## src/inc/ats_regs.vh

```
// Constants for the converter trigger sequencer: field codes,
// divider and conversion timing counts.
// Assumes a 20 MHz system clock; included by bare name.
`ifndef ATS_REGS_VH
`define ATS_REGS_VH

////////////////////////////////////////////////////////////////////
// Clock and conversion timing
`define ATS_CLK_PERIOD_NS  50
`define ATS_DIV_RATIO      32
`define ATS_DIV_W          5
`define ATS_DIV_LAST       5'h1F
`define ATS_CONV_TIME_NS   54000
`define ATS_CONV_CLKS      ((`ATS_CONV_TIME_NS + `ATS_CLK_PERIOD_NS * `ATS_DIV_RATIO - 1) / (`ATS_CLK_PERIOD_NS * `ATS_DIV_RATIO))
`define ATS_STAB_CLKS      6'h08
`define ATS_CNT_W          6

////////////////////////////////////////////////////////////////////
// Resolution
`define ATS_RES_W          12
`define ATS_RES_12         1'b0
`define ATS_BITS_12        4'hC
`define ATS_BITS_8         4'h8

////////////////////////////////////////////////////////////////////
// Trigger mode {hi,lo}
`define ATS_TMD_SOFT       2'h0
`define ATS_TMD_HW_NOWAIT  2'h2
`define ATS_TMD_HW_WAIT    2'h3

////////////////////////////////////////////////////////////////////
// Trigger source {hi,lo}; code 0 selects timer channel 1
`define ATS_TRS_TIMER1     2'h0

////////////////////////////////////////////////////////////////////
// Reference and channel selection
`define ATS_REFP_AVDD      2'h0
`define ATS_REFM_AVSS      1'b0
`define ATS_CH_W           5
`define ATS_MUX_W          6
`define ATS_MD_SELECT      1'b0
`define ATS_SCAN_LAST      2'h3
`define ATS_CFG_RST        1'b0

`endif

```

## src/core/ats_sequencer.v

```verilog
// Converter trigger sequencer: configuration latch, state sequencing,
// conversion clock divider and successive-approximation control.
// Assumes comparator output is asynchronous; triggers and software
// control levels come from logic on the same clock.
`timescale 1ns/10ps
`include "ats_regs.vh"

module ats_sequencer
(
   // Clock and reset
   input  wire                   clk,
   input  wire                   reset,
   // Peripheral enable
   input  wire                   conv_clock_supply_en,
   // Mode register 2 fields
   input  wire                   pos_ref_sel_hi,
   input  wire                   pos_ref_sel_lo,
   input  wire                   neg_ref_sel,
   input  wire                   resolution_sel,
   // Mode register 1 fields
   input  wire                   trig_mode_hi,
   input  wire                   trig_mode_lo,
   input  wire                   trig_source_hi,
   input  wire                   trig_source_lo,
   input  wire                   oneshot_sel,
   // Mode register 0 fields
   input  wire                   channel_sel_mode,
   input  wire                   comparator_enable,
   input  wire                   conversion_start,
   // Channel specification
   input  wire                   internal_source_sel,
   input  wire [`ATS_CH_W-1:0]   input_channel_reg,
   // Hardware trigger events
   input  wire                   timer_ch1_event,
   input  wire [2:0]             trig_alt_events,
   // Analog side
   input  wire                   comp_in,
   output reg  [`ATS_MUX_W-1:0]  analog_mux_sel,
   output reg  [1:0]             pos_ref_out,
   output reg                    neg_ref_out,
   output reg                    sample_hold,
   output reg  [`ATS_RES_W-1:0]  sar_dac_code,
   // Result and status
   output reg  [`ATS_RES_W-1:0]  conversion_result_reg,
   output reg                    conv_end_irq,
   output wire                   conv_ready,
   output wire                   conv_waiting,
   output wire                   conv_busy,
   output wire                   conversion_clock
);

   ////////////////////////////////////////////////////////////////////
   // State codes
   localparam [2:0] ST_STOP   = 3'h0;  // Comparator disabled
   localparam [2:0] ST_READY  = 3'h1;  // Settings applied, awaiting start
   localparam [2:0] ST_WAIT   = 3'h2;  // Awaiting hardware trigger
   localparam [2:0] ST_STAB   = 3'h3;  // Stabilisation in wait mode
   localparam [2:0] ST_SAMPLE = 3'h4;  // Sampling the input
   localparam [2:0] ST_CONV   = 3'h5;  // Bit trials
   localparam [2:0] ST_STORE  = 3'h6;  // Result write
   localparam [2:0] ST_IRQ    = 3'h7;  // End-of-conversion pulse

   ////////////////////////////////////////////////////////////////////
   // Declarations
   reg  [2:0]              state_reg;      // Current state
   reg  [2:0]              state_next;     // Next state
   reg  [`ATS_DIV_W-1:0]   div_reg;        // Conversion clock divider
   reg  [`ATS_CNT_W-1:0]   cnt_reg;        // Phase counter
   reg  [`ATS_CNT_W-1:0]   cnt_next;       // Next phase count
   reg  [3:0]              bit_reg;        // Current trial bit
   reg  [3:0]              bit_next;       // Next trial bit
   reg  [`ATS_RES_W-1:0]   sar_next;       // Next trial code
   reg  [1:0]              scan_reg;       // Scan offset
   reg  [1:0]              scan_next;      // Next scan offset
   reg                     start_d_reg;    // Start delayed for edge
   reg                     comp_s1_reg;    // Comparator sync stage 1
   reg                     comp_s2_reg;    // Comparator sync stage 2
   reg  [1:0]              tmd_reg;        // Latched trigger mode
   reg  [1:0]              trs_reg;        // Latched trigger source
   reg                     res_reg;        // Latched resolution
   reg                     oneshot_reg;    // Latched one-shot select
   reg                     md_reg;         // Latched channel mode
   reg                     trig_sel;       // Selected trigger event
   wire                    conv_tick;      // Conversion clock enable
   wire                    start_rise;     // Start set this cycle
   wire                    hw_mode;        // Hardware trigger mode
   wire [3:0]              res_bits;       // Bits per conversion
   wire [`ATS_CNT_W-1:0]   sample_len;     // Sampling length
   wire [31:0]             conv_total;     // Whole conversion length, full width

   ////////////////////////////////////////////////////////////////////
   // Derived controls
   assign hw_mode    = tmd_reg[1];
   assign res_bits   = (res_reg == `ATS_RES_12) ? `ATS_BITS_12 : `ATS_BITS_8;
   assign conv_total = `ATS_CONV_CLKS;
   // Sampling fills what the trials and the store leave
   assign sample_len = conv_total[`ATS_CNT_W-1:0] - {2'h0, res_bits} - 6'h01;
   assign start_rise = conversion_start & ~start_d_reg;
   assign conv_tick  = (div_reg == `ATS_DIV_LAST);
   assign conversion_clock = conv_tick;
   assign conv_ready   = (state_reg == ST_READY);
   assign conv_waiting = (state_reg == ST_WAIT);
   assign conv_busy    = (state_reg == ST_STAB) | (state_reg == ST_SAMPLE) |
                         (state_reg == ST_CONV) | (state_reg == ST_STORE);

   ////////////////////////////////////////////////////////////////////
   // Trigger source selection
   always @*
   begin
      case ({trs_reg})
         `ATS_TRS_TIMER1 : trig_sel = timer_ch1_event;
         2'h1            : trig_sel = trig_alt_events[0];
         2'h2            : trig_sel = trig_alt_events[1];
         default         : trig_sel = trig_alt_events[2];
      endcase
   end

   ////////////////////////////////////////////////////////////////////
   // Comparator synchroniser
   always @(posedge clk)
   begin
      if (reset)
      begin
         comp_s1_reg <= 1'b0;
         comp_s2_reg <= 1'b0;
      end
      else
      begin
         comp_s1_reg <= comp_in;
         comp_s2_reg <= comp_s1_reg;
      end
   end

   ////////////////////////////////////////////////////////////////////
   // Configuration latch, applied only while the clock supply is on
   always @(posedge clk)
   begin
      if (reset)
      begin
         tmd_reg     <= {2{`ATS_CFG_RST}};
         trs_reg     <= {2{`ATS_CFG_RST}};
         res_reg     <= `ATS_CFG_RST;
         oneshot_reg <= `ATS_CFG_RST;
         md_reg      <= `ATS_CFG_RST;
         pos_ref_out <= `ATS_REFP_AVDD;
         neg_ref_out <= `ATS_REFM_AVSS;
         start_d_reg <= 1'b0;
      end
      else if (conv_clock_supply_en)
      begin
         start_d_reg <= conversion_start;
         // Settings are taken while stopped or idle, not mid-sequence
         if (state_reg == ST_STOP || state_reg == ST_READY)
         begin
            tmd_reg     <= {trig_mode_hi, trig_mode_lo};
            trs_reg     <= {trig_source_hi, trig_source_lo};
            res_reg     <= resolution_sel;
            oneshot_reg <= oneshot_sel;
            md_reg      <= channel_sel_mode;
            pos_ref_out <= {pos_ref_sel_hi, pos_ref_sel_lo};
            neg_ref_out <= neg_ref_sel;
         end
      end
   end

   ////////////////////////////////////////////////////////////////////
   // Conversion clock divider, restarted at each conversion
   always @(posedge clk)
   begin
      if (reset || !conv_clock_supply_en)
         div_reg <= {`ATS_DIV_W{1'b0}};
      else if (!conv_busy)                              // Held at zero between conversions
         div_reg <= {`ATS_DIV_W{1'b0}};
      else
         div_reg <= div_reg + {{(`ATS_DIV_W-1){1'b0}}, 1'b1};
   end

   ////////////////////////////////////////////////////////////////////
   // Next-state logic
   always @*
   begin
      state_next = state_reg;
      cnt_next   = cnt_reg;
      bit_next   = bit_reg;
      sar_next   = sar_dac_code;
      scan_next  = scan_reg;
      case (state_reg)
         ST_STOP :
         begin
            // Comparator enable applies settings and readies
            if (comparator_enable)
               state_next = ST_READY;
         end
         ST_READY :
         begin
            scan_next = 2'h0;
            if (!comparator_enable)
               state_next = ST_STOP;
            else if (conversion_start && hw_mode)
               state_next = ST_WAIT;
            else if (start_rise && !hw_mode)
            begin
               // Software trigger starts at once
               state_next = ST_SAMPLE;
               cnt_next   = sample_len;
            end
         end
         ST_WAIT :
         begin
            // A second start write is a no-op here
            if (!conversion_start)
               state_next = ST_READY;
            else if (trig_sel)
            begin
               if (tmd_reg == `ATS_TMD_HW_WAIT)
               begin
                  state_next = ST_STAB;
                  cnt_next   = `ATS_STAB_CLKS;
               end
               else
               begin
                  state_next = ST_SAMPLE;
                  cnt_next   = sample_len;
               end
            end
         end
         ST_STAB :
         begin
            if (conv_tick)
            begin
               if (cnt_reg == 6'h01)
               begin
                  state_next = ST_SAMPLE;
                  cnt_next   = sample_len;
               end
               else
                  cnt_next = cnt_reg - 6'h01;
            end
         end
         ST_SAMPLE :
         begin
            if (conv_tick)
            begin
               if (cnt_reg == 6'h01)
               begin
                  // First trial: most significant bit set
                  state_next = ST_CONV;
                  bit_next   = res_bits - 4'h1;
                  sar_next   = {`ATS_RES_W{1'b0}};
                  sar_next[res_bits - 4'h1] = 1'b1;
               end
               else
                  cnt_next = cnt_reg - 6'h01;
            end
         end
         ST_CONV :
         begin
            if (conv_tick)
            begin
               // Comparator high keeps the trial bit
               if (!comp_s2_reg)
                  sar_next[bit_reg] = 1'b0;
               if (bit_reg == 4'h0)
                  state_next = ST_STORE;
               else
               begin
                  bit_next = bit_reg - 4'h1;
                  sar_next[bit_reg - 4'h1] = 1'b1;
               end
            end
         end
         ST_STORE :
            state_next = ST_IRQ;
         ST_IRQ :
         begin
            // Scan mode steps through four channels, one per conversion, then wraps
            if (md_reg != `ATS_MD_SELECT && scan_reg != `ATS_SCAN_LAST)
               scan_next = scan_reg + 2'h1;
            else
               scan_next = 2'h0;
            if (!conversion_start)
               state_next = ST_READY;
            else if (oneshot_reg && !hw_mode)
               state_next = ST_READY;
            else if (oneshot_reg)
               state_next = ST_WAIT;
            else
            begin
               // Sequential: convert again without a trigger
               state_next = ST_SAMPLE;
               cnt_next   = sample_len;
            end
         end
         default :
            state_next = ST_STOP;
      endcase
   end

   ////////////////////////////////////////////////////////////////////
   // Sequencer registers
   always @(posedge clk)
   begin
      if (reset)
      begin
         state_reg    <= ST_STOP;
         cnt_reg      <= {`ATS_CNT_W{1'b0}};
         bit_reg      <= 4'h0;
         scan_reg     <= 2'h0;
         sar_dac_code <= {`ATS_RES_W{1'b0}};
      end
      else if (!conv_clock_supply_en)
      begin
         state_reg <= ST_STOP;
      end
      else if (!comparator_enable && state_reg != ST_READY)
      begin
         // Comparator off aborts any activity
         state_reg <= ST_STOP;
      end
      else if (!conversion_start && conv_busy)
      begin
         // Start cleared mid-conversion: abandon it
         state_reg <= ST_READY;
      end
      else
      begin
         state_reg    <= state_next;
         cnt_reg      <= cnt_next;
         bit_reg      <= bit_next;
         scan_reg     <= scan_next;
         sar_dac_code <= sar_next;
      end
   end

   ////////////////////////////////////////////////////////////////////
   // Result store, interrupt pulse, sample switch and channel mux
   always @(posedge clk)
   begin
      if (reset)
      begin
         conversion_result_reg <= {`ATS_RES_W{1'b0}};
         conv_end_irq          <= 1'b0;
         sample_hold           <= 1'b0;
         analog_mux_sel        <= {`ATS_MUX_W{1'b0}};
      end
      else
      begin
         // Result written on entering store, a cycle ahead of the interrupt
         if (state_reg == ST_CONV && state_next == ST_STORE && conv_clock_supply_en &&
             comparator_enable && conversion_start)
            conversion_result_reg <= sar_next;
         conv_end_irq <= (state_reg == ST_STORE) & conv_clock_supply_en
                         & comparator_enable & conversion_start;
         sample_hold  <= (state_next == ST_SAMPLE) & conv_clock_supply_en;
         // Select mode: named channel only
         if (md_reg == `ATS_MD_SELECT || internal_source_sel)
            analog_mux_sel <= {internal_source_sel, input_channel_reg};
         else
            analog_mux_sel <= {1'b0, input_channel_reg + {3'h0, scan_reg}};
      end
   end

endmodule // ats_sequencer

```

## config.mk

```make
export PLATFORM = sky130hd
export DESIGN_NAME = ats_sequencer
export DESIGN_NICKNAME = d
export VERILOG_FILES = /design/src/core/ats_sequencer.v
export VERILOG_INCLUDE_DIRS = /design/src /design/src/inc
export SDC_FILE = /design/constraint.sdc
export NUM_CORES = 1
export LEC_CHECK = 0
export ABC_AREA = 1
export BUFFER_PORTS_ARGS = -buffer_cell sky130_fd_sc_hd__clkbuf_2
export CAP_MARGIN = 20
export CORE_ASPECT_RATIO = 0.75
export CORE_MARGIN = 2
export CORE_UTILIZATION = 35
export DETAILED_ROUTE_END_ITERATION = 7
export PLACE_DENSITY = 0.54
export SLEW_MARGIN = 20
export SYNTH_ARGS = -nofsm -noshare
export SYNTH_HDL_FRONTEND = slang
export SYNTH_SLANG_ARGS = --single-unit
export TNS_END_PERCENT = 50
```

## constraint.sdc

```tcl
create_clock -name clk -period 3.3 [get_ports clk]
set_input_delay 0.66 -clock clk [delete_from_list [all_inputs] [get_ports clk]]
set_output_delay 0.66 -clock clk [all_outputs]
set_load 0.02 [all_outputs]
```

==> results of run 1 <==
## where the power goes
part | switching [mW] | internal [mW]
combinational | 0.118 | 0.0606
sequential | 0.0204 | 0.813
clock | 0.341 | 0.576
total | 0.480 | 1.45
## area by class of cell
type / count / area [um2]
Fill cell: 1103 / 5890
Tap cell: 136 / 170
Clock buffer: 11 / 233
Sequential cell: 65 / 1300
Clock inverter: 4 / 45.0
Multi-Input combinational cell: 382 / 1970
Timing Repair Buffer: 65 / 328
Inverter: 91 / 345
## cell usage after synthesis, drive strengths merged
library cell | count | area (um2)
a21boi | 1 | 7.51
a21oi | 40 | 204
buf | 9 | 56.3
clkbuf | 7 | 26.3
clkinv | 1 | 5.00
dfxtp | 65 | 1300
fa | 1 | 20.0
ha | 11 | 138
inv | 90 | 340
nand2 | 110 | 420
nand3 | 49 | 305
nand3b | 1 | 7.51
nand4 | 8 | 50.1
nor2 | 83 | 330
nor3 | 5 | 30.0
nor3b | 2 | 15.0
nor4 | 2 | 27.5
o211ai | 2 | 15.0
o21a | 12 | 90.1
o21ai | 44 | 220
o21bai | 1 | 7.51
o221ai | 2 | 17.5
or2 | 1 | 6.26
xnor2 | 3 | 26.3
xor2 | 4 | 35.0
## critical path, stage by stage, from the launching register on
cell and delay [ps]:
sky130_fd_sc_hd__dfxtp_1 350, sky130_fd_sc_hd__ha_1 170, sky130_fd_sc_hd__nand2_1 60, sky130_fd_sc_hd__nor2_1 100, sky130_fd_sc_hd__ha_1 330, sky130_fd_sc_hd__inv_1 160
sky130_fd_sc_hd__nor2_2 160, sky130_fd_sc_hd__nand2_1 130, sky130_fd_sc_hd__nor4_4 160, sky130_fd_sc_hd__buf_4 310, sky130_fd_sc_hd__nand3_1 200, sky130_fd_sc_hd__nand2_1 90
sky130_fd_sc_hd__inv_1 30
## kinds of logic after synthesis
group	Yosys count	share of synthesized area, %
fa+ha+maj	12	4.26
simple gates	261	32.2
compound gates	102	15.2
flops	65	35.1
buf+inv	107	11.6
xor+xnor	7	1.66
## layer usage
metal	vias up	track usage (%)	wire length [um]
li1	1899	-	-
met5	-	0	0
met2	84	26.7	3930
met3	6	4.82	541
met4	0	6.32	105
met1	1628	26.7	5110
## path summary, 6_finish.rpt
path	slack (ps)	to	cells past startpoint	from
setup / recovery	940	conversion_result_reg[4]	12	div_reg[0]
hold / removal	410	comp_s2_reg	2	comp_s1_reg
setup reg to reg	940	conversion_result_reg[4]	12	div_reg[0]
hold reg to reg	410	comp_s2_reg	2	comp_s1_reg
==> results.json, run 1 <==
{
  "routedWlPerCell_um": 12.8,
  "synth_cell_types": 39,
  "dr.pass1.iters": 4,
  "number_of_synthesis_warnings": 0,
  "grt_overflow_total": 0,
  "dieArea_mm2": 0.0114,
  "clk_latency_ps": 340,
  "final-setup-viol-count": 0,
  "insertedDiodeCount": 0,
  "holdCritPathClass": "register to register",
  "max_cap_violations": 0,
  "finalNonFillerCells": 754,
  "worst-endpoint-arrival_ps": 2590,
  "cts-root-to-sink-buffers": 2,
  "layout_commonest_cell": "sky130_fd_sc_hd__nand2_1",
  "worstMarginPinSlew_ps": 659,
  "total_negative_slack_ps": 0,
  "fp.dieH_um": 93.1,
  "gp_congestion": 0.923,
  "post-route-drc-count": 0,
  "grt_pass1_vias": 3440,
  "post_synth_inst_count": 554,
  "cts.clk_slew.worst_paths_ps": 50,
  "tritoncts_clock_tree": "done",
  "clock_sink_count": 65,
  "fin_skew_ps": 6.36,
  "vdd_drop_max_uv": 278,
  "violation_count_after_the_first_detailed_routing_iteration": 241,
  "pre_cts_slack_ps": 930,
  "syn_nets": 592,
  "final_critical_path_setup_slack_ps": 940,
  "fmax_ghz": 0.424,
  "num_rows": 32,
  "routed_wirelength_um": 9680,
  "yosys_register_bits": 65,
  "cts_inserted_buffers": 9,
  "grt_start_max_net_pins": 35,
  "placement.io_buffers": 64,
  "place.detailed.instances": 739,
  "period_needed_ps": 2360,
  "ios": 65,
  "area_growth_pct": 18.7,
  "coreArea_mm2": 0.0103,
  "post-dp-hpwl_um": 7240,
  "cp-end-kind": "register",
  "number_of_vias_per_cell_after_detailed_routing": 4.80,
  "placedInstanceArea_mm2": 0.00412,
  "relSlewSlack_pct": 55.9,
  "grt_pass1_wl_um": 16600,
  "fin_area_mm2": 0.00440,
  "final-max-slew-violation-count": 0,
  "rsz0062_at_grt": "false",
  "avgSynthCellArea_um2": 6.68,
  "ys_seq_area_share_pct": 35.1,
  "finalCoreUtilization_pct": 42.7,
  "total_power_mw": 1.93,
  "hold_viol": 0,
  "worstPathRequired_ps": 3530,
  "p_leak_nw": 2.16,
  "drive_above_1_share_pct": 16.7,
  "status": "finished clean",
  "antenna_found_initial": 0,
  "cts.hold.buffers_added": 0,
  "cts_root_buffer": "sky130_fd_sc_hd__clkbuf_16",
  "worst_hold_slack_ps": 410,
  "die_width_um": 123,
  "cts.repair.resized": 0,
  "layout_nets": 652,
  "crit_path_max_fanout": 24,
  "vias": 3617,
  "period_share_pct": 71.5,
  "power_density_mw_per_mm2": 439,
  "initial_core_util_pct": 36.0,
  "post_cts.repair.setup_buffers": 0,
  "path_class": "register to register",
  "synth_area_mm2": 0.00370,
  "layout.cells.most_common_list": "sky130_fd_sc_hd__nand2_1, sky130_fd_sc_hd__inv_1, sky130_fd_sc_hd__nor2_1, sky130_fd_sc_hd__dfxtp_1, sky130_fd_sc_hd__clkbuf_2",
  "setup.worst_path.start_class": "register",
  "route.antenna.remaining_nets": 0,
  "grtUsageTotal_pct": 18.6,
  "htree_levels": 3
}
Power figures use the tool's default switching activity.
==> run 2, diff against run 1 <==
--- a/config.mk
+++ b/config.mk
@@ -6,7 +6,7 @@
 export SDC_FILE = /design/constraint.sdc
 export NUM_CORES = 1
 export LEC_CHECK = 0
-export ABC_AREA = 1
+export ABC_AREA = 0
 export BUFFER_PORTS_ARGS = -buffer_cell sky130_fd_sc_hd__clkbuf_2
 export CAP_MARGIN = 20
 export CORE_ASPECT_RATIO = 0.75
==> constraint.sdc (replaced) <==
create_clock -name clk -period 2.3 [get_ports clk]
set_input_delay 0.46 -clock clk [delete_from_list [all_inputs] [get_ports clk]]
set_output_delay 0.46 -clock clk [all_outputs]
set_load 0.02 [all_outputs]
==> run 2 against run 1 <==
  * Synthesized cell count is 23% lower
  * Clock power is 60% higher
  * Register-to-register slack worse by 870 ps
  * Combinational power is 41% higher
  * Hold slack worse by 65 ps
  * Clock skew grew 1.0 ps
  * Highest routed layer unchanged
  * Global-route usage grew 1.5 points
  * Critical path depth is 4 lower
  * Sequential cell count did not move
  * Die area is 1.9% lower
==> results.json, run 2 <==
{
  "relSlewSlack_pct": 68.4,
  "power_density_mw_per_mm2": 630,
  "holdCritPathClass": "input pin to register",
  "period_share_pct": 97.1,
  "cts_root_buffer": "sky130_fd_sc_hd__clkbuf_16",
  "final-max-slew-violation-count": 0,
  "r2r_setup_slack_ps": 70,
  "synth.top_cells.by_area": "sky130_fd_sc_hd__dfxtp_1, sky130_fd_sc_hd__nand2_1, sky130_fd_sc_hd__a21oi_1",
  "max_cap_violations": 0,
  "synth_top_flop_cell": "sky130_fd_sc_hd__dfxtp_1",
  "number_of_vias_per_cell_after_detailed_routing": 5.45,
  "avgSynthCellArea_um2": 8.54,
  "clk_latency_ps": 330,
  "die_width_um": 122,
  "hold_path.startpoint": "comp_in",
  "routedWlPerCell_um": 16.2,
  "path_class": "register to register",
  "ios": 65,
  "routed_wirelength_um": 10400,
  "tritoncts_clock_tree": "done",
  "cp-end-kind": "register",
  "coreArea_mm2": 0.0102,
  "timing.hold.worst_path_depth": 2,
  "crit_cells": 8,
  "antenna_found_initial": 0,
  "path_cells": "ha_2, and3_4, ha_4, nand2_1, a2111o_1, o211a_4, or2_4, o41ai_1",
  "cts_inserted_buffers": 9,
  "final-setup-viol-count": 0,
  "dr.pass1.iters": 4,
  "synth_largest_area_cell": "sky130_fd_sc_hd__dfxtp_1",
  "vdd_drop_max_uv": 348,
  "ys_seq_area_share_pct": 35.9,
  "post_cts.repair.setup_buffers": 0,
  "synth_cell_types": 75,
  "fin_skew_ps": 7.37,
  "period_needed_ps": 2230,
  "post-route-drc-count": 0,
  "cts.clk_slew.worst_paths_ps": 60,
  "worst_path_largest_cell_delay_ps": 390,
  "final_critical_path_setup_slack_ps": 67.6,
  "crit_path_max_fanout": 9,
  "violation_count_after_the_first_detailed_routing_iteration": 167,
  "number_of_synthesis_warnings": 0,
  "cp_slowest_cell": "sky130_fd_sc_hd__a2111o_1",
  "finalNonFillerCells": 643,
  "layout_nets": 541,
  "status": "finished clean",
  "grt_overflow_total": 0,
  "grt_pass1_vias": 3536,
  "worst_r2r_path_depth": 8,
  "netlist.area_leader.share_pct": 35.9,
  "grt_start_max_net_pins": 22,
  "fp.dieH_um": 92.2,
  "largest_delay_share_family_worst_path": "compound AO/OA/AOI/OAI gates",
  "worstPathRequired_ps": 2530,
  "grtUsageTotal_pct": 20.1,
  "num_rows": 32,
  "cts-root-to-sink-buffers": 2,
  "layout.cells.most_common_list": "sky130_fd_sc_hd__dfxtp_1, sky130_fd_sc_hd__clkbuf_2, sky130_fd_sc_hd__nand2_1, sky130_fd_sc_hd__nor2_1, sky130_fd_sc_hd__a21oi_1",
  "yosys_register_bits": 65,
  "synth_enable_flop_cells": 0,
  "area_growth_pct": 27.0,
  "worst-endpoint-arrival_ps": 2460,
  "post-dp-hpwl_um": 7550,
  "setup.worst_path.start_class": "register",
  "synthMostInstantiatedCell": "sky130_fd_sc_hd__dfxtp_1",
  "synth_area_mm2": 0.00363,
  "p_leak_nw": 1.83,
  "hold_viol": 0,
  "vias": 3505,
  "dieArea_mm2": 0.0112,
  "initial_core_util_pct": 35.7,
  "place.detailed.instances": 628,
  "clock_sink_count": 65,
  "grt_pass1_wl_um": 17800,
  "drive_above_1_share_pct": 26.6,
  "post_synth_inst_count": 425,
  "timing.rr.end": "cnt_reg[4]",
  "regToRegStartpoint": "div_reg[0]",
  "syn_nets": 463,
  "min_delay_worst_endpoint": "comp_s1_reg",
  "fmax_ghz": 0.448,
  "insertedDiodeCount": 0,
  "gp_congestion": 0.922,
  "rsz0062_at_grt": "true",
  "synth-async-reset-ratio_pct": 0,
  "worstMarginPinSlew_ps": 475,
  "cts.hold.buffers_added": 0,
  "placement.io_buffers": 64,
  "crit_buf_inv": 0,
  "pre_cts_slack_ps": -51.4,
  "route.antenna.remaining_nets": 0,
  "synth.cells.most_frequent": "sky130_fd_sc_hd__dfxtp_1, sky130_fd_sc_hd__nand2_1, sky130_fd_sc_hd__nor2_1",
  "htree_levels": 3
}
run 2: logic make-up after synthesis:
group,share of synthesized area [%]
AND/OR/NAND/NOR,26.3
AO/OA/AOI/OAI,22.4
XOR/XNOR,1.45
adder cells (fa/ha/maj),4.34
buffers and inverters,5.38
flip-flops,35.9
multiplexers,4.21
run 2: cell type report:
type | instances | area [um2]
clock buffer | 9 | 225
clock inverter | 6 | 92.6
timing repair buffer | 94 | 608
multi-input combinational | 321 | 2160
tap | 136 | 170
inverter | 12 | 45.0
sequential | 65 | 1300
fill | 1039 | 5560
run 2: how the worst max path moves through the flow:
stage	from	to	slack (ps)
floorplan	div_reg[0]	conversion_result_reg[10]	6
global placement	div_reg[0]	cnt_reg[1]	30
detailed placement	div_reg[0]	cnt_reg[4]	-50
CTS	div_reg[0]	cnt_reg[1]	20
global route	div_reg[1]	cnt_reg[1]	-30
finish	div_reg[0]	cnt_reg[4]	70
run 2: per-layer routing:
layer	track usage (%)	share of wire (%)
met4	6.32	1.2
met1	28.0	47
met2	28.8	43
met3	6.97	8.9
met5	0	0
run 2: power by group:
part           switching [mW]  internal [mW]  total [mW]
Combinational           0.151          0.101       0.252
Clock                   0.522          0.948        1.47
Sequential             0.0279           1.16        1.18
run 2: per-stage QoR:
| step | TNS (ps) | power (mW) | utilization (%) | area (um2) | hold WS [ps] |
|---|---|---|---|---|---|
| 2_1_floorplan | 0 | 1.35 | - | 3630 | 414 |
| 3_3_place_gp | 0 | 1.45 | 41.9 | 4260 | 418 |
| 3_5_place_dp | -102 | 1.46 | 41.9 | 4260 | 437 |
| 4_1_cts | 0 | 2.94 | 45.2 | 4590 | 333 |
| 5_1_grt | -43.7 | 3.03 | 45.3 | 4610 | 343 |
| 6_report | 0 | 2.90 | 45.3 | 4610 | 345 |
run 2: timing repair:
item	CTS	global route
gates cloned	0	0
pin swaps	0	1
gates resized for setup	2	5
setup endpoints to repair	2	16
hold endpoints to repair	0	0
==> run 3, diff against run 2 <==
--- a/config.mk
+++ b/config.mk
@@ -9,11 +9,13 @@
 export ABC_AREA = 0
 export BUFFER_PORTS_ARGS = -buffer_cell sky130_fd_sc_hd__clkbuf_2
 export CAP_MARGIN = 20
+export CELL_PAD_IN_SITES_DETAIL_PLACEMENT = 2
+export CELL_PAD_IN_SITES_GLOBAL_PLACEMENT = 2
 export CORE_ASPECT_RATIO = 0.75
 export CORE_MARGIN = 2
-export CORE_UTILIZATION = 35
+export CORE_UTILIZATION = 33
 export DETAILED_ROUTE_END_ITERATION = 7
-export PLACE_DENSITY = 0.54
+export PLACE_DENSITY = 0.79
 export SLEW_MARGIN = 20
 export SYNTH_ARGS = -nofsm -noshare
 export SYNTH_HDL_FRONTEND = slang
==> run 3 against run 2 <==
  * The run now ends with setup timing left
  * Count of clock-buffer cells in the layout increased by 1
  * Total power increased by 0.39%
  * Clock power about the same
  * Global-route usage increased by 2.5 points
  * Via count increased by 5.1%
  * First-iteration DRC count increased by 0.60%
  * Utilization decreased by 1.9 points
  * Largest cell class unchanged
==> results.json, run 3 (synthesis results as in run 2) <==
{
  "setup.worst_path.start_class": "register",
  "number_of_vias_per_cell_after_detailed_routing": 5.64,
  "worstPathRequired_ps": 2520,
  "final_critical_path_setup_slack_ps": -13.1,
  "vdd_drop_max_uv": 311,
  "finalCoreUtilization_pct": 43.4,
  "area_growth_pct": 29.4,
  "holdCritPathClass": "input pin to register",
  "p_leak_nw": 1.88,
  "p_switching_mw": 0.779,
  "fmax_ghz": 0.432,
  "fp.dieH_um": 94.8,
  "layout_nets": 546,
  "die_width_um": 125,
  "violation_count_after_the_first_detailed_routing_iteration": 168,
  "period_share_pct": 101,
  "rsz0062_at_grt": "true",
  "insertedDiodeCount": 0,
  "initial_core_util_pct": 33.5,
  "p_seq_share_pct": 40.5,
  "clock_sink_count": 65,
  "placement.io_buffers": 64,
  "critPathMostFrequentCell": "sky130_fd_sc_hd__ha_4",
  "cts-root-to-sink-buffers": 2,
  "area.sequential_mm2": 0.00131,
  "worstMarginPinSlew_ps": 530,
  "path_cells": "ha_4, and3_4, ha_4, buf_6, nand2_1, or3_4, buf_4, a32o_2, mux2i_1, nor2_1",
  "failed_checks": "setup timing",
  "post-route-drc-count": 0,
  "cts.hold.buffers_added": 0,
  "cts.clk_slew.worst_paths_ps": 60,
  "final-setup-viol-count": 3,
  "finalNonFillerCells": 653,
  "hold_viol": 0,
  "post-dp-hpwl_um": 9280,
  "multi_input_gate_area_in_the_final_layout_mm2": 0.00222,
  "dieArea_mm2": 0.0119,
  "grt_overflow_total": 0,
  "tritoncts_clock_tree": "done",
  "ios": 65,
  "routed_wirelength_um": 13500,
  "combinationalPowerShare_pct": 9.1,
  "drive_above_1_share_pct": 29.8,
  "grtUsageTotal_pct": 22.6,
  "worst-endpoint-arrival_ps": 2540,
  "coreArea_mm2": 0.0108,
  "power_density_mw_per_mm2": 621,
  "gp_congestion": 0.851,
  "vias": 3685,
  "layout_commonest_cell": "sky130_fd_sc_hd__clkbuf_2",
  "grt_pass1_vias": 3937,
  "power.share.switching_pct": 26.7,
  "grt_pass1_wl_um": 21000,
  "num_rows": 33,
  "place.detailed.instances": 633,
  "worst_path_largest_cell_delay_ps": 450,
  "relSlewSlack_pct": 64.2,
  "htree_levels": 3,
  "crit_path_max_fanout": 7,
  "routedWlPerCell_um": 20.7,
  "fin_skew_ps": 8.21,
  "worst_hold_slack_ps": 328,
  "antenna_found_initial": 0,
  "final-max-slew-violation-count": 0,
  "cp_slowest_cell": "sky130_fd_sc_hd__or3_4",
  "cts_inserted_buffers": 9,
  "total_negative_slack_ps": -15.2,
  "power_share_of_the_clock_group_pct": 50.4,
  "grt_start_max_net_pins": 42,
  "cp-end-kind": "register",
  "dr.pass1.iters": 5,
  "clk_latency_ps": 350,
  "path_class": "register to register",
  "max_cap_violations": 0,
  "cts_root_buffer": "sky130_fd_sc_hd__clkbuf_16",
  "filler_cell_count": 1216,
  "period_needed_ps": 2310,
  "layout.cells.most_common_list": "sky130_fd_sc_hd__clkbuf_2, sky130_fd_sc_hd__dfxtp_1, sky130_fd_sc_hd__nand2_1, sky130_fd_sc_hd__nor2_1, sky130_fd_sc_hd__a21oi_1",
  "pint_mw": 2.14,
  "route.antenna.remaining_nets": 0,
  "status": "complete, but fails checks"
}
[run 3: cell types whose count changed in the layout (fill, tap and decap cells not counted), moves of 3 or more]
| cell | before | now |
|---|---|---|
| sky130_fd_sc_hd__a32o_1 | 10 | 7 |
| sky130_fd_sc_hd__a32o_2 | 0 | 3 |
| sky130_fd_sc_hd__buf_4 | 25 | 30 |
| sky130_fd_sc_hd__dfxtp_1 | 64 | 61 |
[run 3: area by class of cell]
| class | instances | share of cell area [%] |
|---|---|---|
| multi-input cells | 321 | 47.4 |
| flip-flops and latches | 65 | 27.9 |
| repair buffers | 99 | 13.4 |
| clock buffers | 10 | 5.09 |
| well taps | 140 | 3.73 |
| clock inverters | 6 | 1.57 |
| inverters | 12 | 0.959 |
[run 3: what timing repair did]
| item | 4_1_cts | 5_1_grt |
|---|---|---|
| buffers inserted | 0 | 4 |
| gates resized for setup | 6 | 23 |
| pin swaps | 0 | 3 |
| setup endpoints to repair | 12 | 25 |
[run 3: worst paths after layout]
| check | cells past startpoint | start | endpoint | slack [ps] |
|---|---|---|---|---|
| worst min-delay path | 2 | comp_in | comp_s1_reg | 330 |
| worst max-delay path | 10 | div_reg[0] | conversion_result_reg[4] | -10 |
| worst max register to register | 10 | div_reg[0] | conversion_result_reg[4] | -10 |
| worst min register to register | 1 | div_reg[0] | div_reg[0] | 440 |
[run 3: through the flow]
stage          instance area [um2]  total power [mW]  setup slack (ps)
3_5_place_dp                  4230              1.46              -101
2_1_floorplan                 3630              1.35              5.91
5_1_grt                       4700              3.02              -112
3_3_place_gp                  4230              1.45             -2.55
4_1_cts                       4580              2.94              8.37
6_report                      4700              2.92             -13.1
[run 3: worst max-delay path: cells and delay by family (launching register included)]
kind,cells,cell delay [ps]
mux,1,140
simple gates,4,780
compound gates,1,290
buf+inv,2,300
flops,1,360
fa+ha+maj,2,300
[run 3: power by group through the flow]
stage	Combinational, mW	Clock, mW	Sequential [mW]
after floorplan	0.138	0	1.22
after global placement	0.250	0	1.20
after detailed placement	0.258	0	1.21
after CTS	0.264	1.50	1.18
after global routing	0.289	1.55	1.18
final	0.265	1.47	1.18
[run 3: layer usage]
metal  up-vias  part of all wire, %  GRT usage, %
li1       1727                    -             -
met1      1837                   46          28.9
met2       103                   47          37.8
met3        18                  6.1          6.46
met4         0                  1.3          5.93
met5         -                    0             0
